File: src/core/cfg_protect_pkg.sv
package cfg_protect_pkg;
	// Printed word offsets, not multiples of four: kept as indexes
	localparam logic [15:0] idx_revision_ident = 16'h8005;
	localparam logic [15:0] idx_device_ident = 16'h8006;
	localparam logic [15:0] idx_partition_protect_word = 16'h800a;
	localparam logic [15:0] idx_code_protect_word = 16'h800b;
	// Status/control register of our own, at index 16'h8010
	localparam logic [15:0] idx_nv_status = 16'h8010;
	// Partition word fields
	localparam int pos_low_volt_prog_en = 13;
	localparam int pos_storage_area_wp_n = 11;
	localparam int pos_eeprom_wp_n = 10;
	localparam int pos_config_wp_n = 9;
	localparam int pos_boot_part_wp_n = 8;
	localparam int pos_app_part_wp_n = 7;
	localparam int pos_storage_area_en_n = 4;
	localparam int pos_boot_part_en_n = 3;
	localparam int pos_boot_size_lsb = 0;
	localparam int boot_size_w = 3;
	// Code protect word fields
	localparam int pos_eeprom_read_protect_n = 1;
	localparam int pos_progmem_read_protect_n = 0;
	// Writable bits and erased values
	localparam logic [15:0] partition_mask = 16'h2f9f;
	localparam logic [15:0] code_mask = 16'h0003;
	localparam logic [15:0] partition_erased = 16'h2f9f;
	localparam logic [15:0] code_erased = 16'h0003;
	// Identity register fixed bits
	localparam logic [1:0] device_ident_fixed = 2'h3;
	localparam logic [1:0] revision_fixed = 2'h2;
	// Memory map
	localparam int addr_w = 16;
	localparam logic [15:0] progmem_last = 16'h3fff;
	localparam logic [15:0] boot_half_end = 16'h3fff;
	localparam logic [15:0] storage_area_words = 16'h0080;
	localparam logic [15:0] eeprom_base = 16'hf000;
	localparam logic [15:0] eeprom_last = 16'hf0ff;
	localparam logic [15:0] config_base = 16'h8007;
	localparam logic [15:0] config_last = 16'h800b;
	// Write target kinds
	typedef enum logic [4:0]
	{
		region_app = 5'h01,
		region_boot = 5'h02,
		region_storage = 5'h04,
		region_config = 5'h08,
		region_eeprom = 5'h10
	} region_e;
endpackage

File: src/core/boot_size_decode.sv
`timescale 1ns/1ps
`default_nettype none
module boot_size_decode
(
	// Boot partition controls
	input wire logic boot_part_en_n,
	input wire logic [2:0] boot_part_size,
	// Decoded end address
	output logic boot_en,
	output logic [15:0] boot_end
);
	always_comb
	begin
		boot_en = !boot_part_en_n;
		case (boot_part_size)
			3'h7: boot_end = 16'h01ff;
			3'h6: boot_end = 16'h03ff;
			3'h5: boot_end = 16'h07ff;
			3'h4: boot_end = 16'h0fff;
			3'h3: boot_end = 16'h1fff;
			default: boot_end = cfg_protect_pkg::boot_half_end;
		endcase
	end
endmodule
`default_nettype wire

File: src/core/config_word_protection_decode.sv
// Operation
// - Low-voltage enable forces reset pin as reset
// - Low-voltage enable not clearable during LV programming
// - Storage area write-protect when enabled
// - EEPROM write-protect bit blocks writes
// - Config write-protect bit blocks config writes
// - Boot write-protect when boot enabled
// - Application write-protect bit blocks writes
// - Write protection removed only by bulk erase
// - Storage area enable is active low
// - Boot partition enable is active low
// - Size codes 111..011 give 512..8192 words
// - Smaller codes clamp to half memory (here: 16'h3fff, the whole memory)
// - Boot size fixed once boot enabled
// - EEPROM read protect active low
// - Program memory read protect active low
// - Code protection removed only by bulk erase
// - Device identity read-only, bits 13:12 ones
// - Revision read-only, fixed 10, major, minor
// - Storage area is top 128 words, no execution
// - Protected write sets write error flag
//
// Chosen here: the APB slave port.
`timescale 1ns/1ps
`default_nettype none
module config_word_protection_decode
#(
	parameter logic [11:0] device_ident_value = 12'h5a5, // arbitrary
	parameter logic [5:0] major_rev_value = 6'h01, // arbitrary
	parameter logic [5:0] minor_rev_value = 6'h02 // arbitrary
)
(
	// Clock and reset
	input wire logic ref_clk,
	input wire logic rst_b,
	// APB slave
	input wire logic psel,
	input wire logic penable,
	input wire logic pwrite,
	input wire logic [17:0] paddr,
	input wire logic [31:0] pwdata,
	output logic [31:0] prdata,
	output logic pready,
	output logic pslverr,
	// Nonvolatile words seen at reset
	input wire logic [15:0] nv_partition_word,
	input wire logic [15:0] nv_code_word,
	// Programming state
	input wire logic lv_prog_active,
	input wire logic bulk_erase,
	input wire logic reset_pin_enable,
	// Memory write check
	input wire logic wr_req,
	input wire logic [15:0] wr_addr,
	// Decoded controls
	output logic low_volt_prog_en,
	output logic reset_pin_is_reset,
	output logic hv_entry_required,
	output logic storage_area_en,
	output logic boot_en,
	output logic [15:0] boot_end,
	output logic [15:0] storage_base,
	output logic eeprom_read_protect,
	output logic progmem_read_protect,
	output logic wr_allow,
	output logic write_error_flag,
	output logic exec_forbidden
);
	logic [15:0] part_word;
	logic [15:0] code_word;
	logic loaded;
	logic err_flag;
	logic [15:0] next_part_word;
	logic [15:0] next_code_word;
	logic next_loaded;
	logic next_err_flag;
	logic [31:0] next_prdata;
	logic [15:0] reg_idx;
	logic apb_wr;
	logic apb_rd;
	logic hit;
	logic [15:0] wdata;
	logic [15:0] part_keep;
	logic wr_blocked;
	logic region_wp;
	cfg_protect_pkg::region_e region;
	logic [15:0] status_word;
	logic [0:0] pin_raw;
	logic [0:0] pin_level;

	boot_size_decode u_boot
	(
		.boot_part_en_n(part_word[cfg_protect_pkg::pos_boot_part_en_n]),
		.boot_part_size(part_word[2:0]),
		.boot_en(boot_en),
		.boot_end(boot_end)
	);

	assign reg_idx = paddr[17:2];
	assign apb_wr = psel && penable && pwrite;
	// Read data captured in setup, so it stands in the access phase
	assign apb_rd = psel && !penable && !pwrite;
	assign wdata = pwdata[15:0];
	assign pready = 1'b1;
	assign pslverr = psel && penable && !hit;
	assign status_word = {14'h0000, loaded, err_flag};

	// Pad-level settings pass three stages each
	assign pin_raw[0] = reset_pin_enable;

	generate
		for (genvar i = 0; i < 1; i++)
		begin : g_pin_sync
			logic [2:0] stages;
			logic [2:0] next_stages;
			logic level;
			logic next_level;

			always_comb
			begin
				next_stages = {stages[1:0], pin_raw[i]};
				next_level = level;
				// Level follows only once second and third stages agree
				if (stages[1] == stages[2])
					next_level = stages[2];
			end

			always_ff @(posedge ref_clk)
			begin
				if (!rst_b)
				begin
					stages <= 3'h0;
					level <= 1'b0;
				end
				else
				begin
					stages <= next_stages;
					level <= next_level;
				end
			end

			assign pin_level[i] = level;
		end
	endgenerate

	always_comb
	begin
		hit = 1'b0;
		if (reg_idx == cfg_protect_pkg::idx_revision_ident)
			hit = 1'b1;
		else if (reg_idx == cfg_protect_pkg::idx_device_ident)
			hit = 1'b1;
		else if (reg_idx == cfg_protect_pkg::idx_partition_protect_word)
			hit = 1'b1;
		else if (reg_idx == cfg_protect_pkg::idx_code_protect_word)
			hit = 1'b1;
		else if (reg_idx == cfg_protect_pkg::idx_nv_status)
			hit = 1'b1;
	end

	// Decoded controls
	always_comb
	begin
		low_volt_prog_en = part_word[cfg_protect_pkg::pos_low_volt_prog_en];
		reset_pin_is_reset = low_volt_prog_en || pin_level[0];
		hv_entry_required = !low_volt_prog_en;
		storage_area_en =
			!part_word[cfg_protect_pkg::pos_storage_area_en_n];
		storage_base = cfg_protect_pkg::progmem_last
			- cfg_protect_pkg::storage_area_words + 16'h0001;
		eeprom_read_protect =
			!code_word[cfg_protect_pkg::pos_eeprom_read_protect_n];
		progmem_read_protect =
			!code_word[cfg_protect_pkg::pos_progmem_read_protect_n];
		write_error_flag = err_flag;
	end

	// Target region of a memory write
	always_comb
	begin
		if (wr_addr >= cfg_protect_pkg::eeprom_base
			&& wr_addr <= cfg_protect_pkg::eeprom_last)
			region = cfg_protect_pkg::region_eeprom;
		else if (wr_addr >= cfg_protect_pkg::config_base
			&& wr_addr <= cfg_protect_pkg::config_last)
			region = cfg_protect_pkg::region_config;
		else if (storage_area_en && wr_addr >= storage_base
			&& wr_addr <= cfg_protect_pkg::progmem_last)
			region = cfg_protect_pkg::region_storage;
		else if (boot_en && wr_addr <= boot_end)
			region = cfg_protect_pkg::region_boot;
		else
			region = cfg_protect_pkg::region_app;
	end

	always_comb
	begin
		case (region)
			cfg_protect_pkg::region_storage:
				region_wp = !part_word[cfg_protect_pkg::pos_storage_area_wp_n];
			cfg_protect_pkg::region_eeprom:
				region_wp = !part_word[cfg_protect_pkg::pos_eeprom_wp_n];
			cfg_protect_pkg::region_config:
				region_wp = !part_word[cfg_protect_pkg::pos_config_wp_n];
			cfg_protect_pkg::region_boot:
				region_wp = !part_word[cfg_protect_pkg::pos_boot_part_wp_n];
			default:
				region_wp = !part_word[cfg_protect_pkg::pos_app_part_wp_n];
		endcase
		wr_blocked = wr_req && region_wp;
		wr_allow = wr_req && !region_wp;
		exec_forbidden = storage_area_en && wr_addr >= storage_base
			&& wr_addr <= cfg_protect_pkg::progmem_last;
	end

	// Register update rules
	always_comb
	begin
		next_part_word = part_word;
		next_code_word = code_word;
		next_loaded = 1'b1;
		next_err_flag = err_flag;
		part_keep = wdata;
		// Protect bits only move toward protected: AND keeps zeros
		part_keep[11:7] = wdata[11:7] & part_word[11:7];
		if (lv_prog_active && part_word[cfg_protect_pkg::pos_low_volt_prog_en])
			part_keep[cfg_protect_pkg::pos_low_volt_prog_en] = 1'b1;
		if (boot_en)
			part_keep[2:0] = part_word[2:0];
		if (!loaded)
		begin
			next_part_word = nv_partition_word
				& cfg_protect_pkg::partition_mask;
			next_code_word = nv_code_word & cfg_protect_pkg::code_mask;
		end
		else if (bulk_erase)
		begin
			next_part_word = cfg_protect_pkg::partition_erased;
			next_code_word = cfg_protect_pkg::code_erased;
		end
		else if (apb_wr
			&& reg_idx == cfg_protect_pkg::idx_partition_protect_word
			&& part_word[cfg_protect_pkg::pos_config_wp_n])
			next_part_word = part_keep & cfg_protect_pkg::partition_mask;
		else if (apb_wr && reg_idx == cfg_protect_pkg::idx_code_protect_word
			&& part_word[cfg_protect_pkg::pos_config_wp_n])
			// Takes effect at once, hence written last by software
			next_code_word = wdata & code_word
				& cfg_protect_pkg::code_mask;
		// Blocked write sets the flag; set wins over a clear
		if (wr_blocked)
			next_err_flag = 1'b1;
		else if (apb_wr && reg_idx == cfg_protect_pkg::idx_nv_status
			&& wdata[0])
			next_err_flag = 1'b0;
	end

	// Read data
	always_comb
	begin
		next_prdata = 32'h0000_0000;
		if (!apb_rd)
			next_prdata = prdata;
		else if (reg_idx == cfg_protect_pkg::idx_revision_ident)
			next_prdata[13:0] = {cfg_protect_pkg::revision_fixed,
				major_rev_value, minor_rev_value};
		else if (reg_idx == cfg_protect_pkg::idx_device_ident)
			next_prdata[13:0] = {cfg_protect_pkg::device_ident_fixed,
				device_ident_value};
		else if (reg_idx == cfg_protect_pkg::idx_partition_protect_word)
			next_prdata[15:0] = part_word;
		else if (reg_idx == cfg_protect_pkg::idx_code_protect_word)
			next_prdata[15:0] = code_word;
		else if (reg_idx == cfg_protect_pkg::idx_nv_status)
			next_prdata[15:0] = status_word;
	end

	// Partition word
	always_ff @(posedge ref_clk)
	begin
		if (!rst_b)
			part_word <= cfg_protect_pkg::partition_erased;
		else
			part_word <= next_part_word;
	end

	// Code protect word
	always_ff @(posedge ref_clk)
	begin
		if (!rst_b)
			code_word <= cfg_protect_pkg::code_erased;
		else
			code_word <= next_code_word;
	end

	// Load marker, set at the first edge after reset
	always_ff @(posedge ref_clk)
	begin
		if (!rst_b)
			loaded <= 1'b0;
		else
			loaded <= next_loaded;
	end

	// Sticky write error flag
	always_ff @(posedge ref_clk)
	begin
		if (!rst_b)
			err_flag <= 1'b0;
		else
			err_flag <= next_err_flag;
	end

	// Read data, taken in setup and held until the next read
	always_ff @(posedge ref_clk)
	begin
		if (!rst_b)
			prdata <= 32'h0000_0000;
		else
			prdata <= next_prdata;
	end
endmodule
`default_nettype wire

File: config.mk
export PLATFORM = sky130hd
export DESIGN_NAME = config_word_protection_decode
export DESIGN_NICKNAME = d
export VERILOG_FILES = /design/src/core/cfg_protect_pkg.sv /design/src/core/boot_size_decode.sv /design/src/core/config_word_protection_decode.sv
export SDC_FILE = /design/constraint.sdc
export NUM_CORES = 1
export LEC_CHECK = 0
export BUFFER_PORTS_ARGS = -buffer_cell sky130_fd_sc_hd__clkbuf_2
export CORE_MARGIN = 2
export CORE_UTILIZATION = 35
export DETAILED_ROUTE_END_ITERATION = 10
export HOLD_SLACK_MARGIN = 0.06
export PLACE_DENSITY = 0.82
export SYNTH_ARGS = -nofsm -noshare
export SYNTH_HDL_FRONTEND = slang
export SYNTH_SLANG_ARGS = --single-unit
export TNS_END_PERCENT = 50
File: constraint.sdc
create_clock -name ref_clk -period 2.5 [get_ports ref_clk]
set_clock_uncertainty 0.1 [all_clocks]
set_input_delay 0.125 -clock ref_clk [delete_from_list [all_inputs] [get_ports ref_clk]]
set_output_delay 0.125 -clock ref_clk [all_outputs]
set_load 0.005 [all_outputs]
; After elaboration in Yosys (flattened, before gate mapping)
; Index checks and enable logic that the tools add are counted.
[totals]
reg_bits = 35
latch_bits = 0
mem_bits_rw = 0
mem_bits_ro = 0
inputBits = 107
elab_cells = 103
memories = 0
[op_classes]
n_addsub = 0
mul = 0
div_mod_pow = 0
n_lt_le_gt_ge = 7
n_eq_ne = 19
shift = 0
mux = 30
n_bitwise = 2
reduce_logical = 37
[ops]
columns = operator, n
row1 = "== test 16 bit, second input constant", 5
row2 = two-way mux 14 bit, 5
row3 = one-hot mux 14 bit (5 select lines), 1
row4 = ">= comparator 16 bit, second input constant", 2
row5 = "<= comparator 16 bit, second input constant", 2
row6 = two-way mux 16 bit, 2
row7 = logical AND 1 bit, 19
row8 = ">= comparator 16 x 14 -> 1 bit, second input constant", 1
row9 = "<= comparator 16 x 14 -> 1 bit, second input constant", 1
row10 = <= comparator 16 bit, 1
row11 = two-way mux 2 bit, 8
row12 = logical NOT 1 bit, 14
row13 = "== test 3 bit, second input constant", 4
row14 = two-way mux 1 bit, 9
row15 = two-way mux 3 bit, 2
row16 = "inequality test 3 x 2 -> 1 bit, second input constant", 2
row17 = "inequality test 3 bit, second input constant", 2
row18 = AND 5 bit, 1
row19 = "== test 5 x 2 -> 1 bit, second input constant", 1
row20 = "== test 5 x 3 -> 1 bit, second input constant", 1
row21 = "== test 5 x 4 -> 1 bit, second input constant", 1
row22 = "== test 5 bit, second input constant", 1
row23 = two-way mux 5 bit, 1
row24 = two-way mux 4 bit, 1
row25 = 7 further kinds, 8

; Longest topological paths before layout
; Gate-level depths: netlist of the first run.
[logic_depth]
word_depth = 12
depth_mapped = 8

; Cells and area by module
; From an unflattened synthesis of the first run, not the netlist that was laid out.
[unflattened]
hier_cells = 319
hier_area_um2 = 2454.9
[modules_own_cells]
columns = module, instances, cells_each, area_per_inst_um2, seq_area_each_um2
row1 = config_word_protection_decode, 1, 300, 2338.5, 640.6
row2 = boot_size_decode, 1, 19, 116.4, 0.0

; Least setup slack after synthesis of the first run
; No wires, ideal clock.
[synth_timing]
kind = in2reg
startpoint = input paddr[16]
endpoint = register part_word[10]
t_arrival_ns = 2.012
setup_slack_ns = 0.259
cell_stages = 6
n_path_buf = 1
path_cell_list = or4b_4 > or4_4 > buf_6 > o31ai_4 > mux2i_1 > nand2_1
[synth_via]
elab_chain_cells = 4
[synth_lines]
columns = item, line_no
row1 = "start, declared", config_word_protection_decode.sv:40  ; input wire logic [17:0] paddr,
row2 = == test 16 bit, config_word_protection_decode.sv:242  ; && reg_idx == cfg_protect_pkg::idx_partition_protect_word
row3 = logical AND 1 bit, config_word_protection_decode.sv:242
row4 = logical AND 1 bit, config_word_protection_decode.sv:243  ; && part_word[cfg_protect_pkg::pos_config_wp_n])
row5 = inequality test 3 x 2 -> 1 bit (no line), -
row6 = "end signal, assigned", config_word_protection_decode.sv:282  ; part_word <= cfg_protect_pkg::partition_erased;
row7 = "end signal, assigned", config_word_protection_decode.sv:284  ; part_word <= next_part_word;
row8 = "end, declared", config_word_protection_decode.sv:69  ; logic [15:0] part_word;
; Every way passes these cells.
; A chain may end at the register's enable or synchronous reset.

; Worst setup path in the final report of the first run
[layout_timing]
startpoint = register part_word[2]
endpoint = output wr_allow
[layout_via]
elab_chain_cells = 12
word_cells_on_any_way = 19
[layout_lines]
columns = item, line_no
row1 = == test 3 x 2 -> 1 bit / == test 3 bit (equally long branches), boot_size_decode.sv:15  ; case (boot_part_size)
row2 = one-hot mux 14 bit (5 select lines) *, boot_size_decode.sv:15
row3 = <= comparator 16 bit *, config_word_protection_decode.sv:190  ; else if (boot_en && wr_addr <= boot_end)
row4 = logical AND 1 bit *, config_word_protection_decode.sv:190
row5 = two-way mux 2 bit *, config_word_protection_decode.sv:190
row6 = two-way mux 3 bit *, config_word_protection_decode.sv:187  ; else if (storage_area_en && wr_addr >= storage_base
row7 = two-way mux 4 bit *, config_word_protection_decode.sv:184  ; else if (wr_addr >= cfg_protect_pkg::config_base
row8 = two-way mux 5 bit *, config_word_protection_decode.sv:181  ; if (wr_addr >= cfg_protect_pkg::eeprom_base
row9 = == test 5 x 2 -> 1 bit (tied with other cells), config_word_protection_decode.sv:198  ; case (region)
row10 = one-hot mux 1 bit (4 select lines) *, config_word_protection_decode.sv:198
row11 = logical NOT 1 bit *, config_word_protection_decode.sv:211  ; wr_allow = wr_req && !region_wp;
row12 = logical AND 1 bit *, config_word_protection_decode.sv:211
row13 = "end, declared", config_word_protection_decode.sv:65  ; output logic wr_allow,
; Every way passes the cells marked *; elsewhere a longest branch is shown, timed or not.

==> results of run 1 <==
-- final timing paths --
check        cells past startpoint                       to  slack (ps)               startpoint
max                              8                 wr_allow          70             part_word[2]
min reg2reg                      1  g_pin_sync[0].stages[1]         330  g_pin_sync[0].stages[0]
max reg2reg                      6            part_word[13]         370                   loaded
min                              3             part_word[3]          70                pwdata[3]
-- through the flow --
stage | hold WS (ps) | instance area (µm²)
floorplan | 52.7 | 2460
global placement | 237 | 2670
detailed placement | 237 | 2670
CTS | 60.7 | 2860
global route | 84.3 | 2940
finish | 70.8 | 2940
-- cells by family after synthesis --
family / after synthesis / share of synthesized area [%]
mux: 10 / 4.57
simple gates: 91 / 22.6
other cells: 2 / 0.327
flops: 32 / 27.9
fa+ha+maj: 5 / 2.72
buf+inv: 69 / 19.3
compound gates: 70 / 22.6
-- flip-flops by register name (all words and copies together) (netlist names) --
register	count
code_word	2
g_pin_sync.level	1
g_pin_sync.stages	3
loaded	1
part_word	11
prdata	13
write_error_flag	1
-- worst max-delay path: stages (launching register included) --
cell	delay, ps
dfxtp_4	370
and3_1	190
ha_1	280
and4_4	220
nand3_1	100
o41ai_2	300
a211oi_2	140
a211oi_2	180
clkbuf_2	150
-- area by class of cell --
type                       count  area share (%)
clock buffer                   8            3.07
multi-input combinational    222            48.5
tap                           77            3.28
sequential                    32            22.0
timing repair buffer         111            21.5
inverter                      12            1.62
-- Yosys cell counts, types with 4 or more instances --
cell       n
a22o_1     4
nand4_1    4
nor4_1     4
buf_4     47
a211oi_1   4
inv_1     12
a21oi_1   16
and2_1     5
mux2i_1    6
nor2_1    12
o221ai_1   4
o21ai_0   10
nor2b_1    6
nand2_1   25
a21o_1     4
o211ai_1   9
dfxtp_1   32
and3_1     4
a32o_1     4
nand2b_1   5
clkbuf_1   9
mux2_2     4
nand3_1    7
ha_1       5
-- cells in the final DEF, fill, tap and decap left out, drive strengths merged, types with 3 or more instances in the layout --
cell type | synthesis | routed
nor2 | 12 | 12
nand4 | 4 | 4
inv | 12 | 12
buf | 48 | 9
conb | 2 | 46
a21oi | 16 | 16
nor2b | 6 | 6
nand2 | 25 | 25
o211ai | 9 | 9
and3 | 4 | 4
a22o | 4 | 4
a32o | 4 | 4
a21o | 4 | 4
mux2i | 6 | 6
a21boi | 3 | 3
dfxtp | 32 | 32
or4 | 3 | 3
nand2b | 5 | 5
o21ai | 10 | 10
nand3 | 7 | 7
ha | 5 | 5
clkbuf | 9 | 102
and2 | 5 | 5
dlygate4sd3 | 0 | 8
mux2 | 4 | 4
o221ai | 4 | 4
o22ai | 3 | 3
a211oi | 4 | 4
or3 | 3 | 3
nor3 | 4 | 4
nor4 | 5 | 5
-- power breakdown --
part / total (mW) / internal, mW / switching, mW
Clock: 0.410 / 0.224 / 0.185
Sequential: 0.550 / 0.530 / 0.0195
Combinational: 0.276 / 0.127 / 0.149
-- per-layer routing --
layer,vias to the layer above,wire [µm]
li1,1132,-
met2,105,3240
met4,0,65
met3,6,419
met5,-,0
met1,1096,2630
-- timing repair --
item,in CTS,in global routing
setup endpoints to repair,1,3
hold endpoints to repair,6,0
gates resized for setup,5,10
buffers inserted,0,6
hold buffers,8,0
pin swaps,3,4
==> summary.md, run 1 <==
The run finished with clean final reports. Entering global routing, the biggest net connects 38 pins. Data arrives at the worst endpoint at 2200 ps. Global routing used 3.89% of the available met3 tracks.

Yosys attributes the largest share of cell area to dfxtp_1, buf_4, nand2_1. The via count of the first global-routing pass is 2007. Once routing completed, OpenROAD measured the worst setup slack at 74.6 ps. The tools report the total wire length as 6350 µm. In the final routed layout, each cell accounts on average for 13.7 µm. The endpoint class of the critical path is an output pin. The run gives 115 as the violation count after the first detailed-route iteration. The tree built by TritonCTS fans out to 32 sinks. After clock tree synthesis, the clock-pin slew on the worst setup and hold paths is 70 ps. For the routing usage on met2, the log shows 29.8%. The floorplan step defined a die boundary enclosing 0.00723 mm².

The initial cell density of the core was 36.2%; the number of levels in the clock H-tree was 2. Dividing total power by cell area gives a power density of 421 mW/mm². In the final layout, the multi-input gates occupy 0.00143 mm².

The core region is 0.00635 mm². A synthesized cell averages 8.24 µm². Yosys printed 0 warnings.

Once layout is complete, the utilization of the core stands at 46.2%. After layout, the worst path uses 97.0% of the clock period. In this run the tightest slew margin relative to its limit is 47.6%.

Counting the fill cells in the layout gives 623. Kind of path behind the tightest hold check: in2reg. Summed over all instances, the cell type with the most area after synthesis is dfxtp_1. The cell count after synthesis came out at 279.

The run gives 5 as the number of buffers created by CTS. STA puts the critical path data required time at 2280 ps. The top cell type's share of synthesized area works out to 27.9%. In the routed design, unresolved DRC markers number 0.

Launching element type of the critical path: a register. Setup repair after global routing could not meet its margin everywhere. From synthesis to final layout, the design area changed by 27.8%. The count of non-filler cells in the finished layout is 462.

For the finished layout, the period the worst path requires is 2430 ps. For the worst-skew pair, the clock arrives at the later sink with an insertion delay of 280 ps. Counting tap cells, the placed design contains a total of 440 instances. Summed over all cells, the static leakage comes to 1.45 nW. The count of flip-flops with a built-in enable after synthesis is 0. The number of top-level design ports came out at 183. The final route contains 2339 vias.

Routability-driven placement finished with a final weighted congestion of 0.889. Counting along the longest clock path gives a buffer depth of 2. The leading register cell type out of synthesis is dfxtp_1. The sequential cell area in the final layout came out at 647 µm².

The die extent in y came out at 85.0 µm. The run gives 0 as the number of diodes added for antenna fixing. Based on the critical path, the design can be clocked at up to 412 MHz. Global routing used 16.8% of the available tracks across all layers.

The total count of max-transition violations in the final report was 0. For the worst-case vdd ir drop, the log shows 0.239 mV. The run gives 0 as the hold violation count in the final report.

The type of the worst setup path was reg2out. The horizontal die dimension works out to 85.0 µm. The synthesized cell area is 0.00230 mm², and the fraction of the yosys area taken by sequential cells is 27.9%. The worst-path maximum fanout is 5, and the met1 capacity usage during global routing is 20.4%. The number of detailed-routing iterations run before antenna repair came out at 5. The post-placement setup slack is 116 ps, and the initial antenna violation count is 0.

After synthesis, the share of flip-flops with an asynchronous set or reset is 0%. The number of I/O port buffers was 94; the number of standard-cell rows in the floorplan was 29. Number of setup violations in the final report: 0. The root buffer cell chosen for the clock tree is clkbuf_8.

The post-route antenna net violation count is 0. The logs give 4930 µm for the HPWL after detailed placement and 9660 µm for the first-pass GRT wire length. The synthesized netlist contains 49 unique library cells.

The most used routing layer in global routing is met2. The total overflow left after global routing is 0. TritonCTS built the clock tree. Max-cap violations in this run came to 0.

Power comes to 1.24 mW. The ratio of cells with drive above 1 in the final layout came out at 35.1%. The net count of the finished layout is 496.

At the pin with the least slew margin, the transition time is 778 ps. After synthesis the netlist holds a flip-flop and latch count of 32. For the final routed database, the setup TNS stands at 0 ps. The per-cell via count in the routed design was 5.06.
Power figures use the tool's default switching activity.
==> run 2, diff against run 1 <==
--- a/config.mk
+++ b/config.mk
@@ -10,7 +10,7 @@
 export CORE_UTILIZATION = 35
 export DETAILED_ROUTE_END_ITERATION = 10
 export HOLD_SLACK_MARGIN = 0.06
-export PLACE_DENSITY = 0.82
+export PLACE_DENSITY = 0.73
 export SYNTH_ARGS = -nofsm -noshare
 export SYNTH_HDL_FRONTEND = slang
 export SYNTH_SLANG_ARGS = --single-unit
==> run 2 against run 1 <==
Against the previous run:
- wire length decreased by 3.6%
- register-to-register slack improved by 20 ps
- flip-flop and latch count unchanged
- cell count decreased by 1.1%
- first-iteration DRC count increased by 6.1%
- critical path depth increased by 1
- total power increased by 11%
- global-route usage decreased by 0.13 points
- largest power group unchanged
==> summary.md, run 2 (synthesized netlist as in run 1, its figures left out) <==
The run finished with clean final reports. VDD sags by at most 0.250 mV. Setup repair after global routing could not meet its margin everywhere. Counting the buffers created by CTS gives 5. From left edge to right edge, the die measures 85.0 µm. Register with the highest flop count: prdata. The first global-routing pass estimated 9690 µm of wire. The via count of the first global-routing pass is 2095. Of the cells placed in the final design, the portion with a size suffix greater than 1 is 36.3%.

The worst hold path was traced through 3 stages. The region available for standard cell placement spans 0.00635 mm². Setup slack on the worst reg-to-reg path comes out at 390 ps.

Measured in cells, the most critical reg-to-reg path has a length of 6. After detailed routing, the number of vias per cell comes to 4.97. The run gives 4 as the number of detailed-routing iterations run before antenna repair.

After floorplanning, the core was divided into 29 placement rows. At the end of routability-driven placement, the weighted congestion stood at 0.854. Overall power consumption after layout is estimated at 1.37 mW. The tools report the final design utilization as 46.9%. The final hold slack is 71.3 ps, and the clock-pin slew reported for the worst setup and hold paths after clock tree synthesis is 70 ps. The worst hold path begins at pwdata[4]. The register with the most flip-flops in the layout has 13 of them. For the worst setup path, the data required time is 2280 ps. The kind of path behind the tightest hold check is in2reg. The H-tree was split into 2 levels. After legalization and detailed placement, the total HPWL measured 4930 µm. The tools report the total grt overflow as 0. TritonCTS built the clock tree. At the placement stage, the worst setup path has a slack of 112 ps.

For this configuration, the core starts out at a cell density of 36.2%. Minimum clock period after layout: 2430 ps. Along the worst path, the maximum fanout reaches 6. The most common library cell in the layout ignoring fill and taps was clkbuf_2. For the number of cells after detailed placement, the log shows 440. Post-route antenna net violation count: 0.

0 antenna diodes ended up in the layout. The path with the worst hold slack has its endpoint at part_word[4]. For the static leakage, the log shows 1.47 nW. Leaving out fill and tap cells, the most frequent cells in the layout are clkbuf_2, conb_1, dfxtp_1. The endpoint class of the critical path is an output pin. The number of violations of the max-capacitance limit was 0. The final layout contains 491 nets. In this run the tightest slew margin relative to its limit is 49.8%. The violation count after the first detailed-route iteration came out at 122.

Dividing the detail-routed wire length by the instance count gives 13.4 µm. The clock passes through at most 2 buffers. During I/O placement, the number of pins put on the boundary was 183.

The number of clock sinks was 32; the count of non-filler cells in the finished layout was 457. The largest registers in the layout are prdata: 13 flops, part_word: 11 flops, g_pin_sync.stages: 3 flops. The hold violation count in the final report is 0, and the total of fill cells in the finished design is 638. For the pin count of the biggest net entering global routing, the log shows 38.

The transition time of the tightest slew-check pin was 746 ps. For the final routed database, the setup TNS stands at 0 ps. The count of buffers added on input and output ports is 94. Derived from the worst setup path, the maximum achievable clock frequency is 411 MHz. Total wire length: 6120 µm. The endpoint identified for the worst register-to-register timing path is part_word[13]. The area added between synthesis and finish works out to 29.6%.

Once routing completed, OpenROAD measured the worst setup slack at 69.0 ps. STA classifies the critical path startpoint as a register. The tools report the initial antenna violation count as 0. In this run the cell area measured after placement is 0.00267 mm². The total count of max-transition violations in the final report was 0; the number of setup violations in the final report was 0. The die covers 0.00723 mm². The overall fraction of global-route tracks in use is 16.7%. The die extent in y came out at 85.0 µm. The routed layout has 2272 vias. The setup path with the least slack is of type reg2out. The reg-to-reg startpoint was loaded. In the routed design, unresolved DRC markers number 0. The clock reaches the later pin of the worst-skew pair after 280 ps. The data arrival time at the worst-slack endpoint came out at 2210 ps. The final period utilization came out at 97.2%. The finished layout cell area came out at 0.00298 mm².

CTS placed an instance of clkbuf_8 at the clock tree root. The cell area power density was 459 mW/mm².
## run 2: report_power, final
group / switching, mW / internal, mW
Sequential: 0.0193 / 0.530
Combinational: 0.154 / 0.129
Clock: 0.182 / 0.351
Total: 0.355 / 1.01
## run 2: metal layers
| layer | part of all wire, % | global-route usage [%] |
|---|---|---|
| met5 | 0 | 0 |
| met4 | 0.64 | 3.90 |
| met3 | 6.3 | 3.89 |
| met2 | 50 | 29.5 |
| met1 | 43 | 20.5 |
## run 2: how the worst max path moves through the flow
| stage | startpoint | endpoint | slack (ps) | depth (start not counted) |
|---|---|---|---|---|
| floorplan | paddr[16] | part_word[10] | 260 | 6 |
| global placement | part_word[2] | wr_allow | 140 | 8 |
| detailed placement | paddr[16] | part_word[1] | 110 | 5 |
| CTS | part_word[2] | wr_allow | 4 | 8 |
| global route | part_word[1] | wr_allow | -30 | 9 |
| finish | part_word[1] | wr_allow | 70 | 9 |
## run 2: layout make-up
| cell class | count | area, µm² | share of cell area (%) |
|---|---|---|---|
| Clock buffer | 7 | 96.3 | 3.24 |
| Clock inverter | 1 | 30.0 | 1.01 |
| Inverter | 12 | 45.0 | 1.51 |
| Multi-Input combinational cell | 222 | 1470 | 49.5 |
| Sequential cell | 32 | 649 | 21.8 |
| Tap cell | 77 | 96.3 | 3.24 |
| Timing Repair Buffer | 106 | 588 | 19.7 |
## run 2: what timing repair did
item	CTS	global route
endpoints found under the hold margin	5	0
setup buffers	0	3
gates resized for setup	9	13
gates cloned	0	0
setup endpoints to repair	1	2
pin swaps	4	7
hold buffers	6	0
## run 2: critical path: stages (launching register included)
cell      delay (ps)
dfxtp_4          360
nor2_2           120
nor2_2            50
ha_1             310
nand3_4          100
or3_1            330
o221a_4          230
a211oi_2         240
a211oi_2          60
clkbuf_2         120
